$ cat src/design/gain_regs.svh
// timing and reset constants of the single-wire gain/colour receiver
// assumes a 4 ns system clock; every count is derived from ns figures
`ifndef GAIN_REGS_SVH
`define GAIN_REGS_SVH

`define CLK_PERIOD_NS    4
// split between a 0.3 us and a 0.9 us high pulse
`define BIT_SPLIT_NS     600
// high pulse at least this long is the gain-mode pulse, not a bit
`define LONG_PULSE_NS    10000
// low level at least this long is a line reset
`define LINE_RESET_NS    250000
// least times round up to whole cycles
`define BIT_SPLIT_CYC    ((`BIT_SPLIT_NS + `CLK_PERIOD_NS - 1) / `CLK_PERIOD_NS)
`define LONG_PULSE_CYC   ((`LONG_PULSE_NS + `CLK_PERIOD_NS - 1) / `CLK_PERIOD_NS)
`define LINE_RESET_CYC   ((`LINE_RESET_NS + `CLK_PERIOD_NS - 1) / `CLK_PERIOD_NS)

`define WORD_BITS        24
`define GAIN_RESET       4'hf
// level of a reset gain code, 10+4+2+1 seventeenths
`define LEVEL_RESET      5'h11
`define FIFO_DEPTH       8
// weights of gain bits 3..0, in seventeenths of full scale
`define W_BIT3           5'h0a
`define W_BIT2           5'h04
`define W_BIT1           5'h02
`define W_BIT0           5'h01

`endif

$ cat src/design/gain_pkg.sv
// types shared by the receiver and its bench
// assumes gain_regs.svh supplies the numeric constants
package gain_pkg;

  // one received colour word, first field sent first
  typedef struct packed {
    logic [7:0] red;
    logic [7:0] green;
    logic [7:0] blue;
  } colour_word_t;

  // per-channel gain codes
  typedef struct packed {
    logic [3:0] red;
    logic [3:0] green;
    logic [3:0] blue;
  } gain_set_t;

  // per-channel current level in seventeenths of full scale, 0..17
  typedef struct packed {
    logic [4:0] red;
    logic [4:0] green;
    logic [4:0] blue;
  } level_set_t;

  // line sequence tracker, one-hot
  typedef enum logic [3:0] {
    ST_NORMAL = 4'b0001,
    ST_ARMED  = 4'b0010,
    ST_PULSED = 4'b0100,
    ST_GAIN   = 4'b1000
  } line_state_t;

endpackage

$ cat src/design/rgb_gain_config_decoder.sv
// single-wire receiver with colour path, chain forwarding and gain mode
// assumes serial_in is asynchronous to clk and clk runs at 250 MHz
//
// Operation
// RULE_01 - host may interleave queries after whole words
// RULE_02 - independent 16-level gain per colour channel; the 4-bit code gives 16 levels
// RULE_03 - reset, 20us pulse, reset enters gain mode
// RULE_04 - gain word nibbles at S19, S11, S3
// RULE_05 - level weights 10,4,2,1 seventeenths; reset 0x0F
// RULE_06 - bit value decided by high pulse width
// RULE_07 - low of 250us restarts reception
// RULE_08 - keep first word, forward the rest
// RULE_09 - three bytes, most significant bit first
// RULE_10 - gain mode also keeps first word only
`timescale 1ns/1ps
`include "gain_regs.svh"

////////////////////////////////////////////////////////////////////////////
// word fifo: flop storage, honest full and empty
module word_fifo #(
  parameter int WIDTH = 24,
  parameter int DEPTH = 8
) (
  input  wire logic             clk,
  input  wire logic             reset,
  input  wire logic             in_valid,
  output logic                  in_ready,
  input  wire logic [WIDTH-1:0] in_data,
  output logic                  out_valid,
  input  wire logic             out_ready,
  output logic      [WIDTH-1:0] out_data
);
  localparam int AW = (DEPTH > 1) ? $clog2(DEPTH) : 1;

  logic [WIDTH-1:0] mem_q [DEPTH];  // storage
  logic [AW-1:0]    wr_q;           // write index
  logic [AW-1:0]    rd_q;           // read index
  logic [AW:0]      cnt_q;          // fill level
  logic             push;
  logic             pop;

  assign in_ready  = (cnt_q != (AW+1)'(DEPTH));
  assign out_valid = (cnt_q != '0);
  assign out_data  = mem_q[rd_q];
  assign push      = in_valid & in_ready;
  assign pop       = out_valid & out_ready;

  // wrap an index at depth
  function automatic logic [AW-1:0] next_idx(input logic [AW-1:0] i);
    next_idx = (i == AW'(DEPTH - 1)) ? '0 : i + 1'b1;
  endfunction

  // storage write; data needs no reset
  always_ff @(posedge clk) begin
    if (push) begin
      mem_q[wr_q] <= in_data;
    end
  end

  // pointers and level
  always_ff @(posedge clk or posedge reset) begin
    if (reset) begin
      wr_q  <= '0;
      rd_q  <= '0;
      cnt_q <= '0;
    end else begin
      if (push) begin
        wr_q <= next_idx(wr_q);
      end
      if (pop) begin
        rd_q <= next_idx(rd_q);
      end
      if (push & ~pop) begin
        cnt_q <= cnt_q + 1'b1;
      end else if (pop & ~push) begin
        cnt_q <= cnt_q - 1'b1;
      end
    end
  end
endmodule // word_fifo

////////////////////////////////////////////////////////////////////////////
// top: line decoder, sequence tracker, gain store, colour stream
module rgb_gain_config_decoder
  import gain_pkg::*;
#(
  parameter int LINE_RESET_CYC = `LINE_RESET_CYC,  // low cycles for reset
  parameter int FIFO_DEPTH     = `FIFO_DEPTH
) (
  input  wire logic  clk,
  input  wire logic  reset,
  input  wire logic  serial_in,        // line from host or previous device
  output logic       serial_out,       // line to next device
  output colour_word_t colour_word,    // held colour word
  output logic       colour_valid,
  input  wire logic  colour_ready,
  output gain_set_t  gain_code,        // current gain codes
  output level_set_t sink_level,       // current in 1/17 of full scale
  output logic       gain_mode,        // gain-setting mode is active
  output logic       word_overflow     // sticky: a word could not be queued
);
  localparam int CW = 17;              // counter width, holds 62500
  localparam logic [CW-1:0] SPLIT_C = CW'(`BIT_SPLIT_CYC);
  localparam logic [CW-1:0] LONG_C  = CW'(`LONG_PULSE_CYC);
  localparam logic [CW-1:0] RST_C   = CW'(LINE_RESET_CYC);
  localparam logic [CW-1:0] CNT_MAX = '1;

  //////////////////////////////////////////////////////////////////////////
  // input synchroniser and edge detect
  logic sync1_q;                       // first stage, read only by sync2
  logic sync2_q;                       // safe line level
  logic line_q;                        // previous safe level
  logic fall;

  always_ff @(posedge clk or posedge reset) begin
    if (reset) begin
      sync1_q <= 1'b0;
      sync2_q <= 1'b0;
      line_q  <= 1'b0;
    end else begin
      sync1_q <= serial_in;
      sync2_q <= sync1_q;
      line_q  <= sync2_q;
    end
  end
  assign fall = line_q & ~sync2_q;

  //////////////////////////////////////////////////////////////////////////
  // pulse width measurement
  logic [CW-1:0] high_q;               // cycles of the current high pulse
  logic [CW-1:0] low_q;                // cycles of the current low level
  logic          ev_bit;               // a data bit ended
  logic          ev_one;               // its value
  logic          ev_long;              // the gain-mode pulse ended
  logic          ev_rst;               // line reset detected, one pulse

  // both counters saturate so a stuck line cannot wrap into a bit
  always_ff @(posedge clk or posedge reset) begin
    if (reset) begin
      high_q <= '0;
      low_q  <= '0;
    end else begin
      high_q <= sync2_q ? ((high_q == CNT_MAX) ? high_q : high_q + 1'b1)
                        : '0;
      low_q  <= sync2_q ? '0
                        : ((low_q == CNT_MAX) ? low_q : low_q + 1'b1);
    end
  end

  assign ev_long = fall & (high_q >= LONG_C);
  assign ev_bit  = fall & ~ev_long;
  assign ev_one  = (high_q >= SPLIT_C);              // see RULE_06
  // fires once, on the cycle the low level reaches the reset length
  assign ev_rst  = ~sync2_q & (low_q == RST_C - 1'b1); // see RULE_07

  //////////////////////////////////////////////////////////////////////////
  // word assembly and forwarding
  logic [`WORD_BITS-1:0] shift_q;      // bits collected, msb first
  logic [4:0]            nbits_q;      // bits collected so far
  logic                  pass_q;       // own word taken, forward the rest
  logic                  seen_q;       // data bits since last line reset
  logic                  word_done;
  logic [`WORD_BITS-1:0] word_d;

  // first bit lands at the top, so each byte is msb first
  assign word_d    = {shift_q[`WORD_BITS-2:0], ev_one};  // see RULE_09
  assign word_done = ev_bit & ~pass_q &
                     (nbits_q == 5'(`WORD_BITS - 1));

  // a line reset restarts reception in every mode
  always_ff @(posedge clk or posedge reset) begin
    if (reset) begin
      shift_q <= '0;
      nbits_q <= '0;
      pass_q  <= 1'b0;
      seen_q  <= 1'b0;
    end else if (ev_rst) begin
      nbits_q <= '0;                                 // see RULE_07
      pass_q  <= 1'b0;
      seen_q  <= 1'b0;
    end else if (ev_bit) begin
      seen_q <= 1'b1;
      if (!pass_q) begin
        shift_q <= word_d;
        nbits_q <= word_done ? '0 : nbits_q + 1'b1;
        pass_q  <= word_done;                        // see RULE_08
      end
    end
  end

  // later bits go out unchanged; a query code after a word passes too
  always_ff @(posedge clk or posedge reset) begin
    if (reset) begin
      serial_out <= 1'b0;
    end else begin
      serial_out <= pass_q & sync2_q;                // see RULE_08, RULE_01
    end
  end

  //////////////////////////////////////////////////////////////////////////
  // sequence tracker for gain mode
  line_state_t st_q;

  // reset after data arms, long pulse then reset enters gain mode
  always_ff @(posedge clk or posedge reset) begin
    if (reset) begin
      st_q <= ST_NORMAL;
    end else begin
      unique case (st_q)
        ST_NORMAL: begin
          if (ev_rst && seen_q) begin
            st_q <= ST_ARMED;                        // see RULE_03
          end
        end
        ST_ARMED: begin
          if (ev_long) begin
            st_q <= ST_PULSED;                       // see RULE_03
          end else if (ev_bit) begin
            st_q <= ST_NORMAL;                       // plain data resumed
          end
        end
        ST_PULSED: begin
          if (ev_rst) begin
            st_q <= ST_GAIN;                         // see RULE_03
          end else if (ev_bit) begin
            st_q <= ST_NORMAL;
          end
        end
        ST_GAIN: begin
          // mode lasts until the frame with the gain word ends
          if (ev_rst) begin
            st_q <= seen_q ? ST_ARMED : ST_GAIN;
          end
        end
      endcase
    end
  end

  always_ff @(posedge clk or posedge reset) begin
    if (reset) begin
      gain_mode <= 1'b0;
    end else begin
      gain_mode <= (st_q == ST_GAIN);
    end
  end

  //////////////////////////////////////////////////////////////////////////
  // gain store and current levels
  // weighted sum of gain bits, in seventeenths of full scale
  function automatic logic [4:0] level_of(input logic [3:0] g);
    level_of = (g[3] ? `W_BIT3 : 5'h00) + (g[2] ? `W_BIT2 : 5'h00) +
               (g[1] ? `W_BIT1 : 5'h00) + (g[0] ? `W_BIT0 : 5'h00);
  endfunction

  // only the first word in gain mode is taken; the rest pass on
  always_ff @(posedge clk or posedge reset) begin
    if (reset) begin
      gain_code <= '{`GAIN_RESET, `GAIN_RESET, `GAIN_RESET}; // see RULE_05
    end else if (word_done && st_q == ST_GAIN) begin   // see RULE_10
      gain_code.red   <= word_d[19:16];                // see RULE_04
      gain_code.green <= word_d[11:8];                 // see RULE_04
      gain_code.blue  <= word_d[3:0];                  // see RULE_04
    end
  end

  // level follows the codes one cycle later, 16 values each
  always_ff @(posedge clk or posedge reset) begin
    if (reset) begin
      sink_level <= '{`LEVEL_RESET, `LEVEL_RESET, `LEVEL_RESET};
    end else begin
      sink_level.red   <= level_of(gain_code.red);     // see RULE_05, RULE_02
      sink_level.green <= level_of(gain_code.green);   // see RULE_02
      sink_level.blue  <= level_of(gain_code.blue);    // see RULE_02
    end
  end

  //////////////////////////////////////////////////////////////////////////
  // colour word path: pending word, fifo, output register
  logic                  pend_q;       // word waiting for fifo room
  logic [`WORD_BITS-1:0] pend_word_q;
  logic                  fifo_ready;
  logic                  fifo_valid;
  logic [`WORD_BITS-1:0] fifo_data;
  logic                  take;

  // words arrive at most once per frame, so one pending slot covers a
  // short stall; a word finding it still full is counted as lost
  always_ff @(posedge clk or posedge reset) begin
    if (reset) begin
      pend_q        <= 1'b0;
      pend_word_q   <= '0;
      word_overflow <= 1'b0;
    end else begin
      if (word_done && st_q != ST_GAIN) begin
        if (pend_q && !fifo_ready) begin
          word_overflow <= 1'b1;
        end else begin
          pend_q      <= 1'b1;
          pend_word_q <= word_d;
        end
      end else if (pend_q && fifo_ready) begin
        pend_q <= 1'b0;
      end
    end
  end

  word_fifo #(
    .WIDTH (`WORD_BITS),
    .DEPTH (FIFO_DEPTH)
  ) u_fifo (
    .clk       (clk),
    .reset     (reset),
    .in_valid  (pend_q),
    .in_ready  (fifo_ready),
    .in_data   (pend_word_q),
    .out_valid (fifo_valid),
    .out_ready (take),
    .out_data  (fifo_data)
  );

  // refill the output register when empty or being consumed
  assign take = fifo_valid & (~colour_valid | colour_ready);

  always_ff @(posedge clk or posedge reset) begin
    if (reset) begin
      colour_valid <= 1'b0;
      colour_word  <= '0;
    end else if (take) begin
      colour_valid <= 1'b1;
      colour_word  <= fifo_data;
    end else if (colour_ready) begin
      colour_valid <= 1'b0;
    end
  end

endmodule // rgb_gain_config_decoder

$ cat config.mk
export PLATFORM = sky130hd
export DESIGN_NAME = rgb_gain_config_decoder
export DESIGN_NICKNAME = d
export VERILOG_FILES = /design/src/design/gain_pkg.sv /design/src/design/rgb_gain_config_decoder.sv
export VERILOG_INCLUDE_DIRS = /design/src /design/src/design
export SDC_FILE = /design/constraint.sdc
export NUM_CORES = 1
export LEC_CHECK = 0
export BUFFER_PORTS_ARGS = -buffer_cell sky130_fd_sc_hd__buf_2
export CORE_ASPECT_RATIO = 0.8
export CORE_MARGIN = 4
export CORE_UTILIZATION = 45
export DETAILED_ROUTE_END_ITERATION = 10
export PLACE_DENSITY = 0.71
export SYNTH_ARGS = -nofsm -noshare
export SYNTH_HDL_FRONTEND = slang
export SYNTH_SLANG_ARGS = --single-unit
$ cat constraint.sdc
create_clock -name clk -period 5.44 [get_ports clk]
set_input_delay 0.816 -clock clk [delete_from_list [all_inputs] [get_ports clk]]
set_output_delay 0.816 -clock clk [all_outputs]
set_load 0.01 [all_outputs]
==> impl_metrics.py, run 1 <==
metrics = {
    "outcome": {
        "status": "complete, no violations",
    },
    "sta": {
        "layout_setup_ws_ns": 2.568,
        "hold_viol": 0,
        "finalCritPeriodShare_pct": 52.79,
        "worstMarginPinSlew_ns": 0.9065,
        "setup_viol": 0,
        "setup_tns_ns": 0,
        "drv_slew": 0,
        "grt_setup_unrepaired": "false",
        "final_period_minus_worst_setup_slack_ns": 2.872,
        "fmax_ghz": 0.3482,
        "slew_headroom_pct": 39.42,
        "skew_ns": 0.01526,
        "fin_hold_ws_ns": 0.3542,
    },
    "clocking": {
        "cts_made_buffers": 36,
        "cts_resized": 0,
        "clk_latency_ns": 0.52,
        "hold_buffers": 0,
        "cts.sinks": 353,
        "htreeDepth": 2,
        "cts.path.max_buffers": 3,
        "cts_tree": "yes",
        "clock-root-buffer": "clkbuf_16",
        "cts_setup_buffers": 0,
        "path_clk_slew_ns": 0.06,
    },
    "global_route": {
        "grt_max_degree": 61,
        "use_met1_pct": 22.95,
        "grt_pass1_wl_um": 41280,
        "met3_usage_pct": 2.968,
        "grt_pass1_vias": 7258,
        "grt_antenna_before_repair": 0,
        "top_usage_layer": "met2",
        "use_met2_pct": 23.26,
        "grt_usage_pct": 15.26,
        "overflow": 0,
    },
    "worst_setup_path": {
        "path_max_fanout": 38,
        "path_cells": "buf_4, nor2b_1, nand4b_1, nor3_4, nor2b_4, mux2_2",
        "crit_type": "reg -> reg",
        "start_kind": "register",
        "crit_path_max_incr_delay_ns": 0.81,
        "cp.arrival_ns": 3.27,
        "end_kind": "register",
        "cp.required_ns": 5.84,
        "crit_slowest_cell": "nor2b_4",
    },
    "power": {
        "ir_drop_uv": 248.2,
        "powerDensity_nw_per_um2": 429.9,
        "p_leak_nw": 6.558,
        "power.total_mw": 6.909,
    },
    "detailed_routing": {
        "drtAntennaViolNets": 0,
        "wl_per_cell_um": 18.82,
        "dr.pass1.iters": 4,
        "drt_iter0_markers": 423,
        "via_per_inst": 5.298,
        "totalWireLength_um": 25480,
        "vias": 7174,
        "drc": 0,
    },
    "worst_hold_path": {
        "hp-class": "reg -> reg",
    },
    "logic_synthesis": {
        "synth_ff_type": "edfxtp_1",
        "synth.avg_cell_area_um2": 16.83,
        "yosys_warnings": 0,
        "syn_inst": 837,
        "synth_edf_count": 192,
        "synth_fp_nets": 861,
        "yosysUniqueCellTypes": 48,
        "seq_area_frac_synth_pct": 69.69,
        "ys_async_sr_fraction_pct": 45.61,
        "synth-seq-cells": 353,
        "mappedNetlistArea_um2": 14090,
    },
    "place": {
        "dpl.cell_count": 1289,
        "io_buffers": 58,
        "gp_congestion": 0.8134,
        "dpl_cell_area_um2": 14910,
        "dp_slack_ns": 2.331,
        "dp_hpwl_um": 15370,
    },
    "cells_and_area": {
        "design_area_um2": 16070,
        "area_growth_pct": 14.06,
        "final_layout_size_suffix_gt1_share_pct": 28.80,
        "nets": 938,
        "finish.utilization_pct": 52.52,
        "fin_cells": 1354,
        "diodes": 0,
        "layout_commonest_cell": "edfxtp_1",
        "fill_cells": 2493,
        "final_cell_mix": "edfxtp_1 (192), dfrtp_1 (140), nor2_1 (58), buf_2 (58), mux4_2 (48)",
    },
    "run": {
        "max_cap_viol_count": 0,
    },
    "floorplanning": {
        "start_util_pct": 46.05,
        "die-area_um2": 34220,
        "fp.dieH_um": 166.3,
        "die_w_um": 205.8,
        "num_io_pins": 59,
        "rows": 57,
        "core_area_um2": 30600,
    },
}
## worst max-delay path, delay by kind of cell (launching register included)
family / cells / cell delay [ns]
and+or+nand+nor: 4 / 1.75
DFF: 1 / 0.36
muxes: 1 / 0.41
buffers and inverters: 1 / 0.24
## registers in the layout, summed over array words and instances (netlist names), 3 cells and up
signal / count
u_fifo.mem_q: 192
colour_word: 24
pend_word_q: 24
shift_q: 23
high_q: 17
low_q: 17
sink_level: 15
gain_code: 12
nbits_q: 5
st_q: 4
u_fifo.cnt_q: 4
u_fifo.rd_q: 3
u_fifo.wr_q: 3
## power by group
| part | leakage (nW) | internal [mW] | switching (mW) |
|---|---|---|---|
| Combinational | 2.04 | 0.732 | 0.674 |
| Clock | 0.574 | 1.42 | 0.990 |
| Sequential | 3.94 | 2.96 | 0.131 |
## cells in the mapped netlist (10+ instances only)
| library cell | count | share of area [%] |
|---|---|---|
| edfxtp_1 | 192 | 41 |
| dfrtp_1 | 142 | 25 |
| nor2_1 | 61 | 1.6 |
| mux4_2 | 48 | 7.7 |
| mux2_2 | 39 | 3.1 |
| a21oi_1 | 34 | 1.2 |
| mux2i_1 | 32 | 2.3 |
| nand2_1 | 25 | 0.67 |
| clkbuf_1 | 21 | 0.56 |
| mux2_4 | 20 | 2.1 |
| dfstp_2 | 19 | 3.5 |
| ha_1 | 19 | 1.7 |
| xnor2_1 | 18 | 1.1 |
| nand3_1 | 17 | 0.60 |
| xor2_1 | 16 | 0.99 |
| and2_1 | 14 | 0.62 |
| inv_1 | 11 | 0.29 |
| nor2b_1 | 11 | 0.49 |
| nor4_1 | 10 | 0.44 |
## cells by family after synthesis
| family | after synthesis | synth area share, % |
|---|---|---|
| flip-flops | 353 | 69.69 |
| XOR/XNOR | 34 | 2.114 |
| AO/OA/AOI/OAI | 52 | 2.016 |
| adder cells (fa/ha/maj) | 20 | 1.830 |
| multiplexers | 143 | 15.52 |
| buffers and inverters | 43 | 1.359 |
| AND/OR/NAND/NOR | 192 | 7.478 |
## layout make-up
cell class,count,area [um^2],area share [%]
flip-flops and latches,353,9821,61.11
multi-input cells,441,4139,25.76
clock buffers,46,979.7,6.097
well taps,413,516.7,3.216
repair buffers,71,387.9,2.414
clock inverters,19,178.9,1.113
inverters,11,46.29,0.2881
## metal layers
metal,up-vias,wire length (um)
met3,30,1316
met5,-,0
met1,3688,12110
li1,3304,-
met4,0,328
met2,152,11720
## path summary, 6_finish.rpt
path	from	end	slack, ns	depth (start not counted)
worst max-delay path	sync2_q	shift_q[20]	2.57	6
worst min-delay path	sync1_q	sync2_q	0.35	0
worst max register to register	sync2_q	shift_q[20]	2.57	6
worst min register to register	sync1_q	sync2_q	0.35	0
max in group asynchronous	reset	pend_word_q[2]	3.92	3
min in group asynchronous	reset	sink_level[11]	0.38	2
Power figures use the tool's default switching activity.
==> run 2, diff against run 1 <==
Settings changed: ABC_AREA from default to 1, PLACE_DENSITY 0.71 to 0.68.
Clock period 5.44 ns to 2.8 ns, I/O delays scaled along.
==> run 2 against run 1 <==
Net effect: critical endpoint is now high_q[11]; hold slack worse by 0.32 ns; count of clock-buffer cells in the layout shrank 3; fmax up 23%; largest power group unchanged.
==> impl_metrics.py, run 2 <==
metrics = {
    "outcome": {
        "status": "complete, no violations",
    },
    "logic_synthesis": {
        "synth_top_area_cell": "edfxtp_1",
        "synth_ff_type": "edfxtp_1",
        "synthMostInstantiatedCell": "nand2_1",
        "synth_top_area_share_pct": 39.17,
        "yosys_warnings": 0,
        "syn_inst": 1292,
        "synth_edf_count": 192,
        "synth.avg_cell_area_um2": 11.39,
        "seq_area_frac_synth_pct": 66.71,
        "synthTopCellsByArea": "edfxtp_1 (39%), dfrtp_1 (24%), nand2_1 (5.9%)",
        "synth_fp_nets": 1316,
        "ys_async_sr_fraction_pct": 45.61,
        "yosysUniqueCellTypes": 45,
        "mappedNetlistArea_um2": 14720,
        "synth_common_cells": "nand2_1 (230), edfxtp_1 (192), dfrtp_1 (142)",
        "synth-seq-cells": 353,
    },
    "detailed_routing": {
        "drc": 0,
        "vias": 9424,
        "drt_iter0_markers": 773,
        "dr.pass1.iters": 5,
        "wl_per_cell_um": 16.75,
        "drtAntennaViolNets": 0,
        "via_per_inst": 5.215,
        "totalWireLength_um": 30270,
    },
    "sta": {
        "setup_viol": 0,
        "hold_viol": 0,
        "final_period_minus_worst_setup_slack_ns": 2.336,
        "skew_ns": 0.01012,
        "finalCritPeriodShare_pct": 83.44,
        "drv_slew": 0,
        "slew_headroom_pct": 51.03,
        "worstMarginPinSlew_ns": 0.7346,
        "setup_tns_ns": 0,
        "grt_setup_unrepaired": "false",
        "fmax_ghz": 0.4280,
        "fin_hold_ws_ns": 0.03028,
    },
    "clocking": {
        "hold_buffers": 1,
        "cts_tree": "yes",
        "cts_made_buffers": 37,
        "clock-root-buffer": "clkbuf_16",
        "htreeDepth": 2,
        "cts.sinks": 353,
        "cts_resized": 0,
        "clk_latency_ns": 0.51,
        "cts.path.max_buffers": 3,
        "cts_setup_buffers": 0,
        "path_clk_slew_ns": 0.06,
    },
    "power": {
        "power.total_mw": 13.78,
        "powerDensity_nw_per_um2": 826.2,
        "p_sw_mw": 4.182,
        "ir_drop_uv": 593.8,
        "power_frac_seq_pct": 44.4,
        "p_int_mw": 9.600,
        "p_leak_nw": 7.065,
        "clockPowerShare_pct": 33.1,
        "power_switching_share_pct": 30.34,
        "power.share.combinational_pct": 22.5,
    },
    "worst_setup_path": {
        "reg2reg_slack_ns": 0.46,
        "r2r-start": "high_q[1]",
        "cp.arrival_ns": 2.76,
        "start_kind": "register",
        "end_kind": "register",
        "crit_type": "reg -> reg",
        "cp.required_ns": 3.22,
        "rr_worst_depth": 14,
        "r2r_end": "high_q[11]",
        "path_max_fanout": 8,
    },
    "cells_and_area": {
        "final_cell_mix": "nand2_1 (230), edfxtp_1 (192), dfrtp_1 (141)",
        "finish.utilization_pct": 52.36,
        "final_layout_size_suffix_gt1_share_pct": 14.92,
        "layout_commonest_cell": "nand2_1",
        "diodes": 0,
        "reg_top3": "u_fifo.mem_q x192, colour_word x24, pend_word_q x24",
        "largest_register_ffs": 192,
        "area_growth_pct": 13.35,
        "regMostFlops": "u_fifo.mem_q",
        "design_area_um2": 16680,
        "nets": 1385,
    },
    "run": {
        "max_cap_viol_count": 0,
    },
    "floorplanning": {
        "num_io_pins": 59,
        "fp.dieH_um": 169.8,
        "core_area_um2": 31860,
        "start_util_pct": 46.20,
        "die_w_um": 210.2,
        "rows": 58,
        "die-area_um2": 35680,
    },
    "place": {
        "io_buffers": 58,
        "dp_hpwl_um": 18420,
        "gp_congestion": 0.8352,
        "dpl_cell_area_um2": 15560,
    },
    "worst_hold_path": {
        "hp-class": "in -> async",
    },
    "global_route": {
        "overflow": 0,
        "grt_max_degree": 65,
        "grt_pass1_wl_um": 49960,
        "grt_pass1_vias": 9335,
        "grt_usage_pct": 17.27,
        "grt_antenna_before_repair": 0,
    },
}
[run 2: worst max-delay path, cell delays in order, from the launching register on]
cell     delay [ns]
dfrtp_1        0.40
ha_1           0.22
inv_1          0.07
nor3_1         0.13
nand4_1        0.13
nor3_1         0.16
ha_1           0.35
inv_2          0.12
nand2_1        0.10
nor2_1         0.05
nand2_1        0.09
inv_1          0.09
nand3_1        0.12
nor3_1         0.06
nor3_1         0.17
[run 2: final cells by class]
cell class	count	area [um^2]
clock inverters	22	166.4
clock buffers	43	948.4
flip-flops and latches	353	9822
repair buffers	86	578.1
multi-input cells	740	4101
fillers	2704	15180
well taps	420	525.5
inverters	143	540.5
[run 2: cells by family (layout without fill, tap and decap cells)]
family | Yosys count | after routing | share of synthesized area [%]
AND/OR/NAND/NOR | 412 | 412 | 12.30
flip-flops | 353 | 353 | 66.71
AO/OA/AOI/OAI | 258 | 258 | 10.32
buffers and inverters | 199 | 294 | 5.602
multiplexers | 40 | 40 | 2.720
adder cells (fa/ha/maj) | 20 | 20 | 1.751
XOR/XNOR | 10 | 10 | 0.5951
[run 2: worst max path at each step]
stage / startpoint / end / cells after the start
after detailed placement: high_q[1] / high_q[11] / 14
after CTS: high_q[1] / high_q[11] / 14
after floorplan: reset / colour_valid / 1
after global routing: high_q[11] / high_q[11] / 14
after global placement: high_q[0] / high_q[11] / 15
final: high_q[1] / high_q[11] / 14
[run 2: metal layers]
layer  GRT usage (%)  wire length, um  vias up  share of wire [%]
li1                -                -     4588                  -
met1           25.28            14350     4562                 47
met2           27.19            13680      223                 45
met3           2.901             1669       51                5.5
met4           4.424              582        0                1.9
met5               0                0        -                  0
[run 2: power by group through the flow]
stage | combinational, mW | sequential (mW) | clock, mW
floorplan | 2.24 | 6.12 | 0
global placement | 3.05 | 6.22 | 0
detailed placement | 3.14 | 6.22 | 0
CTS | 3.15 | 6.12 | 4.68
global route | 3.49 | 6.18 | 4.89
finish | 3.10 | 6.12 | 4.56
[run 2: through the flow]
step | worst slack [ns] | cells
floorplan | 0.3527 | 1292
global placement | 0.5538 | 1741
detailed placement | 0.4725 | 1741
CTS | 0.4822 | 1807
global route | 0.1882 | 1807
finish | 0.4637 | 1807
==> run 3, diff against run 2 <==
Settings changed: ABC_AREA 1 to 0.
Clock period 2.8 ns to 2.4 ns, I/O delays scaled along.
==> run 3 against run 2 <==
Net effect: final cell count decreased by 23%; worst setup slack got worse by 0.36 ns; critical path type unchanged; hold slack got worse by 0.0014 ns; global-route usage decreased by 1.9 points; die area decreased by 4.1%; largest power group unchanged; clock power increased by 29%.
==> impl_metrics.py, run 3 (synthesis results as in run 1) <==
metrics = {
    "place": {
        "dp_hpwl_um": 15800,
        "io_buffers": 58,
        "dpl.cell_count": 1324,
        "dp_slack_ns": 0.08341,
        "gp_congestion": 0.7893,
        "dpl_cell_area_um2": 15330,
    },
    "sta": {
        "setup_tns_ns": 0,
        "layout_setup_ws_ns": 0.09972,
        "skew_ns": 0.02031,
        "slew_headroom_pct": 48.27,
        "setup_viol": 0,
        "worstMarginPinSlew_ns": 0.7743,
        "final_period_minus_worst_setup_slack_ns": 2.300,
        "hold_viol": 0,
        "fin_hold_ws_ns": 0.02887,
        "drv_slew": 0,
        "finalCritPeriodShare_pct": 95.84,
        "fmax_ghz": 0.4347,
    },
    "cells_and_area": {
        "diodes": 0,
        "final_cell_mix": "edfxtp_1 (192), dfrtp_1 (138), nor2_1 (58), buf_2 (58), mux4_2 (48)",
        "layout_commonest_cell": "edfxtp_1",
        "design_area_um2": 16640,
        "final_layout_size_suffix_gt1_share_pct": 32.65,
        "regMostFlops": "u_fifo.mem_q",
        "largest_register_ffs": 192,
        "nets": 976,
        "fin_cells": 1393,
        "area_growth_pct": 18.09,
        "reg_top3": "u_fifo.mem_q x192, colour_word x24, pend_word_q x24",
    },
    "clocking": {
        "htreeDepth": 2,
        "cts_made_buffers": 36,
        "clk_latency_ns": 0.52,
        "cts.sinks": 353,
        "clock-root-buffer": "clkbuf_16",
        "cts_tree": "yes",
        "path_clk_slew_ns": 0.06,
        "cts.path.max_buffers": 3,
    },
    "global_route": {
        "grt_max_degree": 52,
        "overflow": 0,
        "grt_antenna_before_repair": 0,
        "grt_pass1_vias": 7512,
        "grt_usage_pct": 15.40,
        "grt_pass1_wl_um": 41920,
    },
    "floorplanning": {
        "die-area_um2": 34220,
        "rows": 57,
        "core_area_um2": 30600,
        "num_io_pins": 59,
        "fp.dieH_um": 166.3,
        "start_util_pct": 46.05,
        "die_w_um": 205.8,
    },
    "worst_hold_path": {
        "hp-class": "in -> reg",
        "min_delay_path_depth": 2,
        "hold_path.startpoint": "colour_ready",
        "whs_endpoint": "colour_valid",
    },
    "power": {
        "p_leak_nw": 6.896,
        "ir_drop_uv": 685.5,
        "powerDensity_nw_per_um2": 925.6,
    },
    "worst_setup_path": {
        "path_max_fanout": 5,
        "reg2reg_slack_ns": 0.1,
        "start_kind": "register",
        "r2r-start": "u_fifo.cnt_q[1]",
        "cp.arrival_ns": 2.71,
        "rr_worst_depth": 12,
        "r2r_end": "u_fifo.cnt_q[3]",
        "end_kind": "register",
        "cp.required_ns": 2.81,
        "crit_type": "reg -> reg",
    },
    "outcome": {
        "status": "complete, no violations",
    },
    "detailed_routing": {
        "vias": 7253,
        "drt_iter0_markers": 422,
        "wl_per_cell_um": 18.42,
        "via_per_inst": 5.207,
        "drc": 0,
        "drtAntennaViolNets": 0,
        "dr.pass1.iters": 5,
        "totalWireLength_um": 25660,
    },
    "run": {
        "max_cap_viol_count": 0,
    },
}
==> run 3: cell types whose count changed in the layout (fill, tap and decap cells not counted), sizes merged, moves of 22 or more <==
cell and delta:
nand2 -206, mux4 +48, a21oi -41, nand3 -62, o211ai -48, mux2 +63, buf +22, o21ai -114
inv -130
==> run 3: worst max-delay path, stage by stage, from the launching register on <==
cell,delay [ns]
dfrtp_2,0.45
nor4_2,0.25
buf_4,0.16
a21oi_4,0.03
inv_1,0.06
ha_1,0.17
inv_1,0.09
ha_1,0.28
a21o_1,0.19
a21oi_1,0.19
xnor2_1,0.14
nor2_1,0.06
xor2_1,0.14
==> run 3: power breakdown <==
part	internal (mW)	switching (mW)	total, mW
clock	3.56	2.30	5.86
sequential	6.69	0.299	6.99
combinational	1.25	1.30	2.55
total	11.5	3.90	15.4
==> run 3: repair_timing <==
item | CTS | global route
setup buffers | 0 | 1
hold buffers | 2 | 0
endpoints found under the setup margin | 0 | 26
resized for setup | 0 | 7
hold endpoints to repair | 21 | 0
==> run 3: per-stage QoR <==
step	power [mW]	utilization (%)
after CTS	15.63	54.28
after floorplan	8.914	-
after global placement	9.664	50.12
after detailed placement	9.709	50.12
after global routing	16.20	54.38
final	15.40	54.38
==> run 3: layer usage <==
layer  global-route usage (%)  wire (um)  vias to the layer above
met5                        0          0                        -
met4                    3.239        391                        0
met3                    3.007       1232                       35
met2                    24.05      11960                      150
met1                    22.80      12080                     3689
li1                         -          -                     3379
==> run 3: worst max-delay path by stage <==
stage | start | cells past startpoint | to | slack, ns
CTS | u_fifo.cnt_q[1] | 12 | u_fifo.cnt_q[3] | 0.07
finish | u_fifo.cnt_q[1] | 12 | u_fifo.cnt_q[3] | 0.1
floorplan | u_fifo.cnt_q[0] | 4 | u_fifo.mem_q[2][0] | -0.52
global route | u_fifo.cnt_q[1] | 12 | u_fifo.cnt_q[3] | -0.03
detailed placement | u_fifo.cnt_q[1] | 12 | u_fifo.cnt_q[3] | 0.08
global placement | high_q[3] | 7 | shift_q[22] | 0.10
==> run 3: final cells by class <==
class	instances	area, um^2
fill	2416	13960
clock buffer	45	975.9
inverter	11	45.04
clock inverter	21	275.3
multi-input combinational	441	4173
tap	413	516.7
timing repair buffer	109	828.3
sequential	353	9823
